[config.mk]
export PLATFORM = sky130hd
export DESIGN_NAME = smc_top
export DESIGN_NICKNAME = d
export VERILOG_FILES = /design/src/logic/smc_pkg.sv /design/src/logic/smc_tmr_if.sv /design/src/logic/smc_wake_timer.sv /design/src/logic/smc_top.sv
export VERILOG_INCLUDE_DIRS = /design/src /design/src/logic
export SDC_FILE = /design/constraint.sdc
export NUM_CORES = 1
export LEC_CHECK = 0
export BUFFER_PORTS_ARGS = -buffer_cell sky130_fd_sc_hd__buf_4
export CORE_UTILIZATION = 42
export CTS_BUF_LIST = sky130_fd_sc_hd__clkbuf_16
export CTS_CLUSTER_SIZE = 28
export DETAILED_ROUTE_END_ITERATION = 12
export PLACE_DENSITY = 0.78
export SETUP_SLACK_MARGIN = 0.1
export SKIP_LAST_GASP = 1
export SYNTH_ARGS = -nofsm -noshare
export SYNTH_HDL_FRONTEND = slang
export SYNTH_SLANG_ARGS = --single-unit
[constraint.sdc]
create_clock -name clock_i -period 2.35 [get_ports clock_i]
set_input_delay 0.5875 -clock clock_i [delete_from_list [all_inputs] [get_ports clock_i]]
set_output_delay 0.5875 -clock clock_i [all_outputs]
set_load 0.01 [all_outputs]
[src/logic/smc_defs.svh]
`ifndef SMC_DEFS_SVH
`define SMC_DEFS_SVH

// ----------------------------------------------------------------
// Register map (byte offsets on the Avalon-MM slave)
// ----------------------------------------------------------------
`define SMC_ADDR_W 4
`define SMC_CTRL_OFS 4'h0
`define SMC_STAT_OFS 4'h4

// ----------------------------------------------------------------
// Control register fields and reset values
// ----------------------------------------------------------------
`define SMC_CTRL_OSC_STOP_BIT 0
`define SMC_CTRL_SEL_LSB 1
`define SMC_CTRL_SEL_MSB 2
`define SMC_CTRL_RESET 3'h0

// ----------------------------------------------------------------
// Status register fields
// ----------------------------------------------------------------
`define SMC_STAT_MODE_LSB 0
`define SMC_STAT_SEL_LSB 2
`define SMC_STAT_INT_OSC_BIT 4
`define SMC_STAT_HS_OSC_BIT 5
`define SMC_STAT_REFUSED_BIT 6
`define SMC_STAT_OPT_BIT 7

// ----------------------------------------------------------------
// Timing: core stall after stop release, in internal osc periods
// ----------------------------------------------------------------
`define SMC_WAKE_FR_PERIODS 5'h11

`endif

[src/logic/smc_pkg.sv]
package smc_pkg;

  // Standby state of the core
  typedef enum logic [1:0] {
    SMC_RUN  = 2'b00,
    SMC_HALT = 2'b01,
    SMC_STOP = 2'b10,
    SMC_WAKE = 2'b11
  } smc_mode_e;

  // Core clock source; code 2'b11 is not a source
  typedef enum logic [1:0] {
    SMC_CLK_HS  = 2'b00,
    SMC_CLK_INT = 2'b01,
    SMC_CLK_SUB = 2'b10,
    SMC_CLK_BAD = 2'b11
  } smc_clk_e;

  typedef logic [4:0] smc_cnt_t;

endpackage

[src/logic/smc_tmr_if.sv]
`timescale 1ns/1ns
// Link between the sequencer and its post-release wait timer
interface smc_tmr_if;
  logic start;
  logic tick;
  logic busy;
  logic done;
  modport ctl (output start, output tick, input busy, input done);
  modport tmr (input start, input tick, output busy, output done);
endinterface

[src/logic/smc_wake_timer.sv]
`timescale 1ns/1ns
`include "smc_defs.svh"
module smc_wake_timer (
  input wire logic clock_i,
  input wire logic arst_n_i,
  smc_tmr_if.tmr tmr
);

  smc_pkg::smc_cnt_t cnt_r;
  logic busy_r;
  logic done_r;

  // ----------------------------------------------------------------
  // Count internal oscillator periods down to zero
  // ----------------------------------------------------------------
  // Done is a one-cycle pulse in the cycle after the tick that ends the last period
  always_ff @(posedge clock_i or negedge arst_n_i) begin
    if (!arst_n_i) begin
      cnt_r <= 5'h00;
      busy_r <= 1'b0;
      done_r <= 1'b0;
    end else begin
      done_r <= 1'b0;
      if (tmr.start) begin
        cnt_r <= `SMC_WAKE_FR_PERIODS;
        busy_r <= 1'b1;
      end else if (busy_r && tmr.tick) begin
        cnt_r <= cnt_r - 5'h01;
        if (cnt_r == 5'h01) begin
          busy_r <= 1'b0;
          done_r <= 1'b1;
        end
      end
    end
  end

  assign tmr.busy = busy_r;
  assign tmr.done = done_r;

endmodule

[src/logic/smc_top.sv]
`timescale 1ns/1ns
`include "smc_defs.svh"
module smc_top (
  input wire logic clock_i,
  input wire logic arst_n_i,
  input wire logic [`SMC_ADDR_W-1:0] avs_address_i,
  input wire logic avs_read_i,
  input wire logic avs_write_i,
  input wire logic [31:0] avs_writedata_i,
  output logic [31:0] avs_readdata_o,
  output logic avs_waitrequest_o,
  input wire logic osc_sw_stoppable_i,
  input wire logic halt_insn_i,
  input wire logic stop_insn_i,
  input wire logic wake_irq_i,
  input wire logic wake_reset_i,
  input wire logic fr_tick_i,
  output logic cpu_clk_en_o,
  output logic cpu_stall_o,
  output logic [1:0] cpu_clk_sel_o,
  output logic hs_osc_en_o,
  output logic int_osc_en_o,
  output logic [1:0] standby_mode_o
);

  smc_tmr_if tmr_bus ();

  // ----------------------------------------------------------------
  // State
  // ----------------------------------------------------------------
  smc_pkg::smc_mode_e mode_r;
  smc_pkg::smc_mode_e mode_nxt;
  logic [2:0] ctrl_r;
  logic [1:0] sel_act_r;
  logic [1:0] sel_act_nxt;
  logic opt_r;
  logic opt_valid_r;
  logic refused_r;
  logic int_en_r;
  logic int_en_nxt;
  logic hs_en_r;
  logic cpu_en_r;
  logic stall_r;
  logic wait_r;
  logic [31:0] rdata_r;

  // ----------------------------------------------------------------
  // Bus decode
  // ----------------------------------------------------------------
  wire req = avs_read_i | avs_write_i;
  wire take = req & ~wait_r;
  wire hit_ctrl = (avs_address_i == `SMC_CTRL_OFS);
  wire hit_stat = (avs_address_i == `SMC_STAT_OFS);
  wire wr_ctrl = take & avs_write_i & hit_ctrl;
  wire wr_stat = take & avs_write_i & hit_stat;
  wire [1:0] wr_sel = avs_writedata_i[`SMC_CTRL_SEL_MSB:`SMC_CTRL_SEL_LSB];
  // An unused source code is refused so the core never loses its clock
  wire wr_sel_ok = (wr_sel != smc_pkg::SMC_CLK_BAD);

  // ----------------------------------------------------------------
  // Standby requests and wake-up
  // ----------------------------------------------------------------
  wire [1:0] sel_req = ctrl_r[`SMC_CTRL_SEL_MSB:`SMC_CTRL_SEL_LSB];
  wire on_sub = (sel_act_r == smc_pkg::SMC_CLK_SUB);
  wire on_int = (sel_act_r == smc_pkg::SMC_CLK_INT);
  wire stop_ok = stop_insn_i & ~halt_insn_i & ~on_sub;
  wire stop_bad = stop_insn_i & ~halt_insn_i & on_sub;
  wire wake = wake_irq_i | wake_reset_i;
  wire in_run = (mode_r == smc_pkg::SMC_RUN);
  wire enter_wait = (mode_r == smc_pkg::SMC_STOP) & wake & on_int;
  // Internal osc may be stopped only when strapped so and not feeding the core
  wire osc_stop_eff = ctrl_r[`SMC_CTRL_OSC_STOP_BIT] & opt_r & opt_valid_r;
  wire [7:0] stat_val = {opt_r, refused_r, hs_en_r, int_en_r, sel_act_r, mode_r};
  wire [31:0] rdata_sel = hit_ctrl ? {29'h0000_0000, ctrl_r} :
                          hit_stat ? {24'h00_0000, stat_val} : 32'h0000_0000;

  assign tmr_bus.start = enter_wait;
  assign tmr_bus.tick = fr_tick_i;

  // ----------------------------------------------------------------
  // Next-state logic
  // ----------------------------------------------------------------
  always_comb begin
    mode_nxt = mode_r;
    unique case (mode_r)
      smc_pkg::SMC_RUN: begin
        if (halt_insn_i) begin
          mode_nxt = smc_pkg::SMC_HALT;
        end else if (stop_ok) begin
          mode_nxt = smc_pkg::SMC_STOP;
        end
      end
      smc_pkg::SMC_HALT: begin
        if (wake) begin
          mode_nxt = smc_pkg::SMC_RUN;
        end
      end
      smc_pkg::SMC_STOP: begin
        if (wake) begin
          // Internal-osc wake waits on the post-release timer outside this block; other sources return to run at once
          mode_nxt = on_int ? smc_pkg::SMC_WAKE : smc_pkg::SMC_RUN;
        end
      end
      smc_pkg::SMC_WAKE: begin
        if (tmr_bus.done) begin
          mode_nxt = smc_pkg::SMC_RUN;
        end
      end
    endcase
  end

  // Source follows the register only while running; frozen through standby
  assign sel_act_nxt = in_run ? sel_req : sel_act_r;

  // Internal osc holds its state through stop, even if it becomes the core clock source as stop is entered; in run it is never stopped while it is the source
  assign int_en_nxt = (mode_nxt != smc_pkg::SMC_RUN) ? int_en_r :
                      ((sel_act_nxt == smc_pkg::SMC_CLK_INT) | ~osc_stop_eff);

  // ----------------------------------------------------------------
  // Strap capture after reset release
  // ----------------------------------------------------------------
  // The strap is sampled once, never through the asynchronous reset
  always_ff @(posedge clock_i or negedge arst_n_i) begin
    if (!arst_n_i) begin
      opt_r <= 1'b0;
      opt_valid_r <= 1'b0;
    end else if (!opt_valid_r) begin
      opt_r <= osc_sw_stoppable_i;
      opt_valid_r <= 1'b1;
    end
  end

  // ----------------------------------------------------------------
  // Registers written by software
  // ----------------------------------------------------------------
  // Refused-stop flag: a new refusal wins over a write-one clear
  always_ff @(posedge clock_i or negedge arst_n_i) begin
    if (!arst_n_i) begin
      ctrl_r <= `SMC_CTRL_RESET;
      refused_r <= 1'b0;
    end else begin
      if (wr_ctrl) begin
        ctrl_r[`SMC_CTRL_OSC_STOP_BIT] <= avs_writedata_i[`SMC_CTRL_OSC_STOP_BIT];
        if (wr_sel_ok) begin
          ctrl_r[`SMC_CTRL_SEL_MSB:`SMC_CTRL_SEL_LSB] <= wr_sel;
        end
      end
      if (in_run && stop_bad) begin
        refused_r <= 1'b1;
      end else if (wr_stat && avs_writedata_i[`SMC_STAT_REFUSED_BIT]) begin
        refused_r <= 1'b0;
      end
    end
  end

  // ----------------------------------------------------------------
  // Mode and clock controls
  // ----------------------------------------------------------------
  always_ff @(posedge clock_i or negedge arst_n_i) begin
    if (!arst_n_i) begin
      mode_r <= smc_pkg::SMC_RUN;
      sel_act_r <= 2'h0;
      int_en_r <= 1'b1;
      hs_en_r <= 1'b1;
      cpu_en_r <= 1'b1;
      stall_r <= 1'b0;
    end else begin
      mode_r <= mode_nxt;
      sel_act_r <= sel_act_nxt;
      int_en_r <= int_en_nxt;
      hs_en_r <= (mode_nxt != smc_pkg::SMC_STOP);
      cpu_en_r <= (mode_nxt == smc_pkg::SMC_RUN);
      stall_r <= (mode_nxt == smc_pkg::SMC_WAKE);
    end
  end

  // ----------------------------------------------------------------
  // Avalon-MM slave: one wait cycle, then answer
  // ----------------------------------------------------------------
  // Waitrequest idles high so no access completes before it is decoded
  always_ff @(posedge clock_i or negedge arst_n_i) begin
    if (!arst_n_i) begin
      wait_r <= 1'b1;
      rdata_r <= 32'h0000_0000;
    end else begin
      wait_r <= ~(req & wait_r);
      if (req & wait_r) begin
        rdata_r <= rdata_sel;
      end
    end
  end

  smc_wake_timer u_timer (
    .clock_i(clock_i),
    .arst_n_i(arst_n_i),
    .tmr(tmr_bus.tmr)
  );

  // ----------------------------------------------------------------
  // Outputs, all from flip-flops
  // ----------------------------------------------------------------
  assign avs_readdata_o = rdata_r;
  assign avs_waitrequest_o = wait_r;
  assign cpu_clk_en_o = cpu_en_r;
  assign cpu_stall_o = stall_r;
  assign cpu_clk_sel_o = sel_act_r;
  assign hs_osc_en_o = hs_en_r;
  assign int_osc_en_o = int_en_r;
  assign standby_mode_o = mode_r;

endmodule

Yosys cells after proc, flatten, opt, wreduce, memory -nomap -nowiden:

Index checks and enable logic that the tools add are counted.
W data, S select, Z words.

* bits in registers: 54
* input bits: 46
* output and inout port bits: 41

* $add $sub $neg: 1
* equality and inequality tests: 11
* muxes and demuxes: 20
* bitwise gates (word level): 20
* reduce and logical (&&, ||, !) cells: 12

Operators with widths (count)
* $mux W8: 2
* $mux W2: 7
* $and A1 B1 Y1: 12
* $mux W5: 2
* $eq A2 B2 Y1 const B: 4
* $mux W1: 8
* $pmux W2 S4: 1
* $reduce_bool A2 Y1: 4
* $eq A2 B1 Y1 const B: 3
* $eq A5 B1 Y1 const B: 1
* $not A1 Y1: 5
* $sub A5 B1 Y5 const B: 1
* $eq A4 B3 Y1 const B: 1
* $logic_not A2 Y1: 2
* $logic_not A4 Y1: 1
* $ne A2 B2 Y1 const B: 2
* $reduce_and A2 Y1: 2
* $logic_and A1 B1 Y1: 3
* $or A1 B1 Y1: 3

Depth between registers and ports, before layout:

Gate-level depths: netlist (run 1).

* word-level depth: 7
* depth in mapped cells: 6
* gate-level depth less buffers: 5

Modules after synthesis:

Synthesis (run 1) repeated with hierarchy kept, for this count alone.

* cell total of the unflattened synthesis: 136
* area total of the unflattened synthesis: 1522.7 µm²

Modules (own cells, without submodules)
* smc_top: instances 1, cells an instance 105, area each 1191.1 µm², sequential area each 580.6 µm²
* smc_wake_timer: instances 1, cells an instance 31, area each 331.6 µm², sequential area each 175.2 µm²

Worst setup path after synthesis (run 1):

OpenSTA, ideal clock, no wires.

* kind: input port to flip-flop
* from: input port wake_reset_i
* to: register int_en_r (netlist: int_osc_en_o)
* arrival time: 1.439 ns
* required time: 2.268 ns
* slack: 0.829 ns
* stages: 5
* buffers on the path: 0
* path through: nor2_1 -> o311ai_1 -> nand2_2 -> nor2_2 -> mux2_4

* longest elaborated chain between the ends: 4
* elaborated cells between the ends (all ways): 5
* classes of those cells: 3 x mux; 1 x bitwise; 1 x reduce/logical

RTL lines
* start, declared: RTL line smc_top.sv:16 `input wire logic wake_reset_i,`
* $or A1 B1 Y1 (*): RTL line smc_top.sv:68 `wire wake = wake_irq_i | wake_reset_i;`
* $mux W2, on equally long branches: RTL line smc_top.sv:99, smc_top.sv:94
* $pmux W2 S4 (*): RTL line smc_top.sv:85 `unique case (mode_r)`
* via mode_nxt[1]: RTL line smc_top.sv:32 `smc_pkg::smc_mode_e mode_nxt;`
* $reduce_bool A2 Y1 (*): RTL line smc_top.sv:116 `assign int_en_nxt = (mode_nxt != smc_pkg::SMC_RUN) ? int_en_r :`
* end signal, assigned: RTL line smc_top.sv:170 `int_en_r <= int_en_nxt;`
* end, declared: RTL line smc_top.sv:39 `logic int_en_r;`

Mark *: on every way through the listed nets, which the timed path passes. The rest lies on a longest branch.
A chain may end at the register's enable or synchronous reset.

Worst setup path in the final report (run 1):

* from: register mode_r[0] (netlist: standby_mode_o[0])
* to: output port standby_mode_o[0]

RTL lines
* start, declared: RTL line smc_top.sv:31 `smc_pkg::smc_mode_e mode_r;`
* start signal, assigned: RTL line smc_top.sv:161 `mode_r <= smc_pkg::SMC_RUN;`
* start signal, assigned: RTL line smc_top.sv:168 `mode_r <= mode_nxt;`
* end, declared: RTL line smc_top.sv:23 `output logic [1:0] standby_mode_o`

No word-level cell between the ends.

==> results of run 1 <==
==> layer usage <==
layer	wire, um	vias to the layer above	track usage
li1	-	484	-
met1	1070	486	0.163
met2	1340	44	0.290
met3	197	5	0.0642
met4	42	0	0.0667
met5	0	-	0
==> sequential cells by signal, summed over array words and instances (netlist names), 2 cells and up <==
name            count
avs_readdata_o      8
u_timer.cnt_r       5
ctrl_r              3
cpu_clk_sel_o       2
standby_mode_o      2
==> area by class of cell <==
cell class	count	share of cell area
Multi-Input combinational cell	97	0.325
Inverter	5	0.00992
Clock buffer	5	0.0661
Timing Repair Buffer	34	0.135
Clock inverter	3	0.0337
Tap cell	46	0.0304
Sequential cell	30	0.399
==> final timing paths <==
path | start | end | slack [ns] | cells after the start
worst max-delay path | standby_mode_o[0] | standby_mode_o[0] | 0.68 | 1
worst min-delay path | arst_n_i | avs_readdata_o[3] | 0.24 | 1
worst max register to register | standby_mode_o[0] | int_osc_en_o | 0.73 | 5
worst min register to register | avs_readdata_o[2] | avs_readdata_o[2] | 0.49 | 2
max in group asynchronous | arst_n_i | avs_waitrequest_o | 1.79 | 1
min in group clock_i | avs_readdata_o[2] | avs_readdata_o[2] | 0.49 | 2
==> power breakdown <==
group | internal (mW) | total (mW) | leakage, nW | switching, mW
clock network | 0.602 | 0.814 | 0.0915 | 0.212
registers | 0.674 | 0.830 | 0.378 | 0.156
logic | 0.276 | 0.529 | 0.466 | 0.253
total | 1.55 | 2.17 | 0.936 | 0.622
==> layout by cell type, fill, tap and decap left out, types with 2 or more instances in the layout <==
master,Yosys,final
sky130_fd_sc_hd__conb_1,2,25
sky130_fd_sc_hd__mux2i_1,4,4
sky130_fd_sc_hd__mux2_4,2,2
sky130_fd_sc_hd__nand3b_1,3,3
sky130_fd_sc_hd__inv_1,5,5
sky130_fd_sc_hd__dfstp_2,4,4
sky130_fd_sc_hd__a22o_1,5,5
sky130_fd_sc_hd__bufinv_16,0,2
sky130_fd_sc_hd__xnor2_1,2,2
sky130_fd_sc_hd__o22a_1,2,2
sky130_fd_sc_hd__o21ai_0,6,6
sky130_fd_sc_hd__ha_1,2,2
sky130_fd_sc_hd__a21oi_1,2,2
sky130_fd_sc_hd__nor3_1,2,2
sky130_fd_sc_hd__buf_4,24,34
sky130_fd_sc_hd__clkbuf_16,0,5
sky130_fd_sc_hd__mux2_2,3,3
sky130_fd_sc_hd__nand2b_1,4,4
sky130_fd_sc_hd__dfrtp_1,26,26
sky130_fd_sc_hd__xor2_1,2,2
sky130_fd_sc_hd__nor2_1,8,8
sky130_fd_sc_hd__nand2_1,9,9
sky130_fd_sc_hd__nor2_2,2,2
==> cells by family (layout without fill, tap and decap cells) <==
logic type | after synthesis | in the layout | share of synthesized area
fa+ha+maj | 2 | 2 | 0.0167
mux | 9 | 9 | 0.0693
compound gates | 21 | 21 | 0.104
flops | 30 | 30 | 0.504
other cells | 2 | 25 | 0.00501
xor+xnor | 4 | 4 | 0.0234
simple gates | 36 | 36 | 0.134
buf+inv | 31 | 47 | 0.143
==> through the flow <==
step           cells  area, um2  total power, mW
5_1_grt          220       1890             2.30
2_1_floorplan    158       1590             1.19
3_5_place_dp     212       1700             1.37
4_1_cts          220       1890             2.20
3_3_place_gp     212       1700             1.34
6_report         220       1890             2.17
==> flow_summary.json, run 1 <==
{
  "floorplan.die.width_um": 61.7,
  "numClockSinks": 30,
  "finalCriticalPeriod_ns": 1.67,
  "finalSetupTns_ns": 0,
  "fin_worst_hold_slack_ns": 0.237,
  "worstPathRequired_ns": 1.76,
  "global_route_wire_length_before_repair_um": 4180,
  "crit_slowest_cell": "sky130_fd_sc_hd__dfrtp_1",
  "floorplan.die.height_um": 61.7,
  "ys_top_cells_by_area": "sky130_fd_sc_hd__dfrtp_1, sky130_fd_sc_hd__buf_4, sky130_fd_sc_hd__dfstp_2, sky130_fd_sc_hd__a22o_1, sky130_fd_sc_hd__mux2i_1",
  "h_tree_levels": 2,
  "cts.path.max_buffers": 2,
  "post-place-ws_ns": 0.564,
  "synthTopCellsByCount": "sky130_fd_sc_hd__dfrtp_1, sky130_fd_sc_hd__buf_4, sky130_fd_sc_hd__nand2_1, sky130_fd_sc_hd__nor2_1, sky130_fd_sc_hd__o21ai_0",
  "dieArea_um2": 3810,
  "synthesis.area_um2": 1500,
  "postCtsResizedCells": 0,
  "synth-edff-count": 0,
  "synthesis.instances": 135,
  "clkTransAtPathRegs_ns": 0.05,
  "tritoncts.num_buffers": 5,
  "ys_seq_elements": 30,
  "grt_setup_unrepaired": "no",
  "ys_warn_count": 0,
  "critical_path.max_stage_delay_ns": 0.61,
  "ctsHoldBuffers": 0,
  "dr_total_vias": 1019,
  "routed_wl_um": 2650,
  "result_of_the_run": "finished clean",
  "post-synth-top-area-fraction": 0.434,
  "cts_post_setup_buffers_inserted": 0,
  "layout.area.seq_um2": 756,
  "finalSetupViolCount": 0,
  "place_hpwl_um": 2010,
  "post_route_cells_drive_above_1_share": 0.339,
  "routed_wire_per_std_cell_um": 12.0,
  "vias_in_the_first_global_route": 979,
  "synth-main-ff-cell": "sky130_fd_sc_hd__dfrtp_1",
  "crit_path_start_kind": "flop",
  "viasPerCell": 4.63,
  "multi_input_area_um2": 616,
  "share_of_the_cycle_needed_by_the_critical_path_after_routing": 0.711,
  "floorplan_core_area_um2": 3390,
  "antenna_violations_before_repair": 0,
  "grt_start_max_net_pins": 31,
  "drv_slew": 0,
  "track_usage": 0.160,
  "postSynth.asyncResetShare": 1.00,
  "critPathTopFamily": "flip-flops",
  "place_congestion": 0.787,
  "drt.antenna.violating_nets": 0,
  "critical_path.cell_chain": "buf_4",
  "fin_skew_ns": 0.00417,
  "worstSetupEndpointType": "primary output",
  "setup_ws_ns": 0.679,
  "final_antenna_diode_count": 0,
  "ctsRootBufferMaster": "sky130_fd_sc_hd__clkbuf_16",
  "yosysMostFrequentCell": "sky130_fd_sc_hd__dfrtp_1",
  "synth_area_leader": "sky130_fd_sc_hd__dfrtp_1",
  "crit_buf_inv": 1,
  "critical_path_class": "reg2out",
  "finalNetCount": 221,
  "rows": 21,
  "cellPowerDensity_nw_per_um2": 1150,
  "syn_area_per_cell_um2": 11.1,
  "tritoncts": "done",
  "post_synth_num_cell_types": 37,
  "max_cap_violations": 0,
  "critPathMaxFanout": 12,
  "sequential_area_share_after_synthesis": 0.504,
  "io_pins": 87,
  "final_core_utilization": 0.558,
  "first_pass_iters": 4,
  "area_delta_synth_final_pct": 26.2,
  "clock_insertion_delay_worst_skew_ns": 0.27,
  "arr_time_crit_path_ns": 1.08,
  "final-hold-violation-count": 0,
  "route.detailed.drc": 0,
  "maxClockFrequency_mhz": 598,
  "total_of_fill_cells_in_the_finished_design": 317,
  "io_buffers": 34,
  "first_iter_violations": 29,
  "vdd_ir_drop_max_uv": 570,
  "grt-ovfl-total": 0,
  "min_path_type": "in2async",
  "initial_utilization": 0.442,
  "power_leakage_nw": 0.936
}
(Power assumes the default switching activity.)
==> inputs of run 2 (changes only) <==
==> constraint.sdc (replaced) <==
create_clock -name clock_i -period 1.65 [get_ports clock_i]
set_input_delay 0.4125 -clock clock_i [delete_from_list [all_inputs] [get_ports clock_i]]
set_output_delay 0.4125 -clock clock_i [all_outputs]
set_load 0.01 [all_outputs]
==> flow_summary.json, run 2 (synthesis results as in run 1) <==
{
  "result_of_the_run": "finished clean",
  "setup_ws_ns": 0.173,
  "power.switching_mw": 0.904,
  "power_switching_share": 0.315,
  "ctsHoldBuffers": 0,
  "tritoncts.num_buffers": 5,
  "power.total_mw": 2.87,
  "fin_skew_ns": 0.00513,
  "power.share.clock": 0.293,
  "final-hold-violation-count": 0,
  "clock_insertion_delay_worst_skew_ns": 0.27,
  "floorplan_core_area_um2": 3390,
  "io_pins": 87,
  "area_delta_synth_final_pct": 26.6,
  "arr_time_crit_path_ns": 1.68,
  "routed_wire_per_std_cell_um": 11.8,
  "io_buffers": 34,
  "numClockSinks": 30,
  "comb_power_share": 0.302,
  "drt.antenna.violating_nets": 0,
  "drv_slew": 0,
  "ctsRootBufferMaster": "sky130_fd_sc_hd__clkbuf_16",
  "share_of_the_cycle_needed_by_the_critical_path_after_routing": 0.895,
  "finalSetupViolCount": 0,
  "h_tree_levels": 2,
  "place_hpwl_um": 1940,
  "global_route_wire_length_before_repair_um": 4000,
  "grt_start_max_net_pins": 31,
  "route.detailed.drc": 0,
  "instance_area_after_placement_um2": 1730,
  "layout.cells.most_common": "sky130_fd_sc_hd__buf_4",
  "crit_path_start_kind": "flop",
  "grt-ovfl-total": 0,
  "setup.worst_path.start": "standby_mode_o[1]",
  "final_cell_mix": "sky130_fd_sc_hd__buf_4, sky130_fd_sc_hd__conb_1, sky130_fd_sc_hd__dfrtp_1",
  "dieArea_um2": 3810,
  "vias_in_the_first_global_route": 960,
  "routed_wl_um": 2670,
  "p_int_mw": 1.97,
  "vdd_ir_drop_max_uv": 809,
  "post_route_cells_drive_above_1_share": 0.383,
  "max_cap_violations": 0,
  "cts.path.max_buffers": 2,
  "timing.rr.start": "standby_mode_o[1]",
  "fin_area_um2": 1900,
  "place_congestion": 0.781,
  "final_antenna_diode_count": 0,
  "viasPerCell": 4.61,
  "track_usage": 0.151,
  "post-place-ws_ns": 0.0754,
  "maxClockFrequency_mhz": 677,
  "fin_worst_hold_slack_ns": 0.0565,
  "critical_path_class": "reg2reg",
  "share_seq_of_total_power": 0.405,
  "initial_utilization": 0.442,
  "ff2ff_setup_slack_ns": 0.17,
  "first_iter_violations": 40,
  "power_leakage_nw": 0.936,
  "dr_total_vias": 1042,
  "min_path_type": "in2async",
  "rows": 21,
  "clkTransAtPathRegs_ns": 0.05,
  "worstPathRequired_ns": 1.85,
  "floorplan.die.height_um": 61.7,
  "finalSetupTns_ns": 0,
  "grt_setup_unrepaired": "no",
  "antenna_violations_before_repair": 0,
  "capture_point_of_the_worst_reg_to_reg_path": "int_osc_en_o",
  "first_pass_iters": 4,
  "finalNetCount": 227,
  "critPathMaxFanout": 8,
  "cellPowerDensity_nw_per_um2": 1510,
  "worst-r2r-cell-count": 5,
  "floorplan.die.width_um": 61.7,
  "tritoncts": "done",
  "worstSetupEndpointType": "flop",
  "largest_reg_flops": 8,
  "finalCriticalPeriod_ns": 1.48
}
## run 2: final cells by class
type,instances,area (um2)
clock inverter,3,16.3
multi-input combinational,97,623
inverter,5,18.8
clock buffer,5,125
timing repair buffer,40,298
tap,46,57.6
fill,299,1490
sequential,30,759
## run 2: worst max-delay path by stage
stage	cells past startpoint	endpoint
2_1_floorplan	5	int_osc_en_o
3_3_place_gp	5	ctrl_r[0]
3_5_place_dp	5	ctrl_r[0]
4_1_cts	5	int_osc_en_o
5_1_grt	6	int_osc_en_o
6_report	5	int_osc_en_o
## run 2: worst max-delay path, cell delays in order, from the launching register on
cell and delay (ns):
sky130_fd_sc_hd__dfrtp_2 0.49, sky130_fd_sc_hd__nor2_2 0.16, sky130_fd_sc_hd__mux2_4 0.33, sky130_fd_sc_hd__nand2b_1 0.08
sky130_fd_sc_hd__nand4_1 0.09, sky130_fd_sc_hd__mux2_4 0.26
## run 2: what timing repair did
item | in CTS | in global routing
endpoints found under the hold margin | 0 | 0
gates resized for setup | 1 | 3
setup endpoints to repair | 1 | 1
setup buffers | 0 | 2
## run 2: layer usage
| layer | vias to the layer above | wire (um) | global-route usage |
|---|---|---|---|
| met2 | 42 | 1340 | 0.260 |
| met4 | 0 | 32 | 0.0571 |
| met3 | 4 | 207 | 0.0745 |
| li1 | 503 | - | - |
| met1 | 493 | 1090 | 0.160 |
| met5 | - | 0 | 0 |
## run 2: metrics by stage
stage,instances,utilization
global route,226,0.560
floorplan,158,-
detailed placement,216,0.511
CTS,224,0.553
finish,226,0.560
global placement,216,0.511
## run 2: power by group through the flow
stage,Sequential (mW),Combinational (mW),Clock (mW)
after CTS,1.17,0.819,0.868
after floorplan,1.16,0.540,0
after global routing,1.18,0.974,0.908
after detailed placement,1.17,0.814,0
after global placement,1.16,0.787,0
final,1.16,0.868,0.841
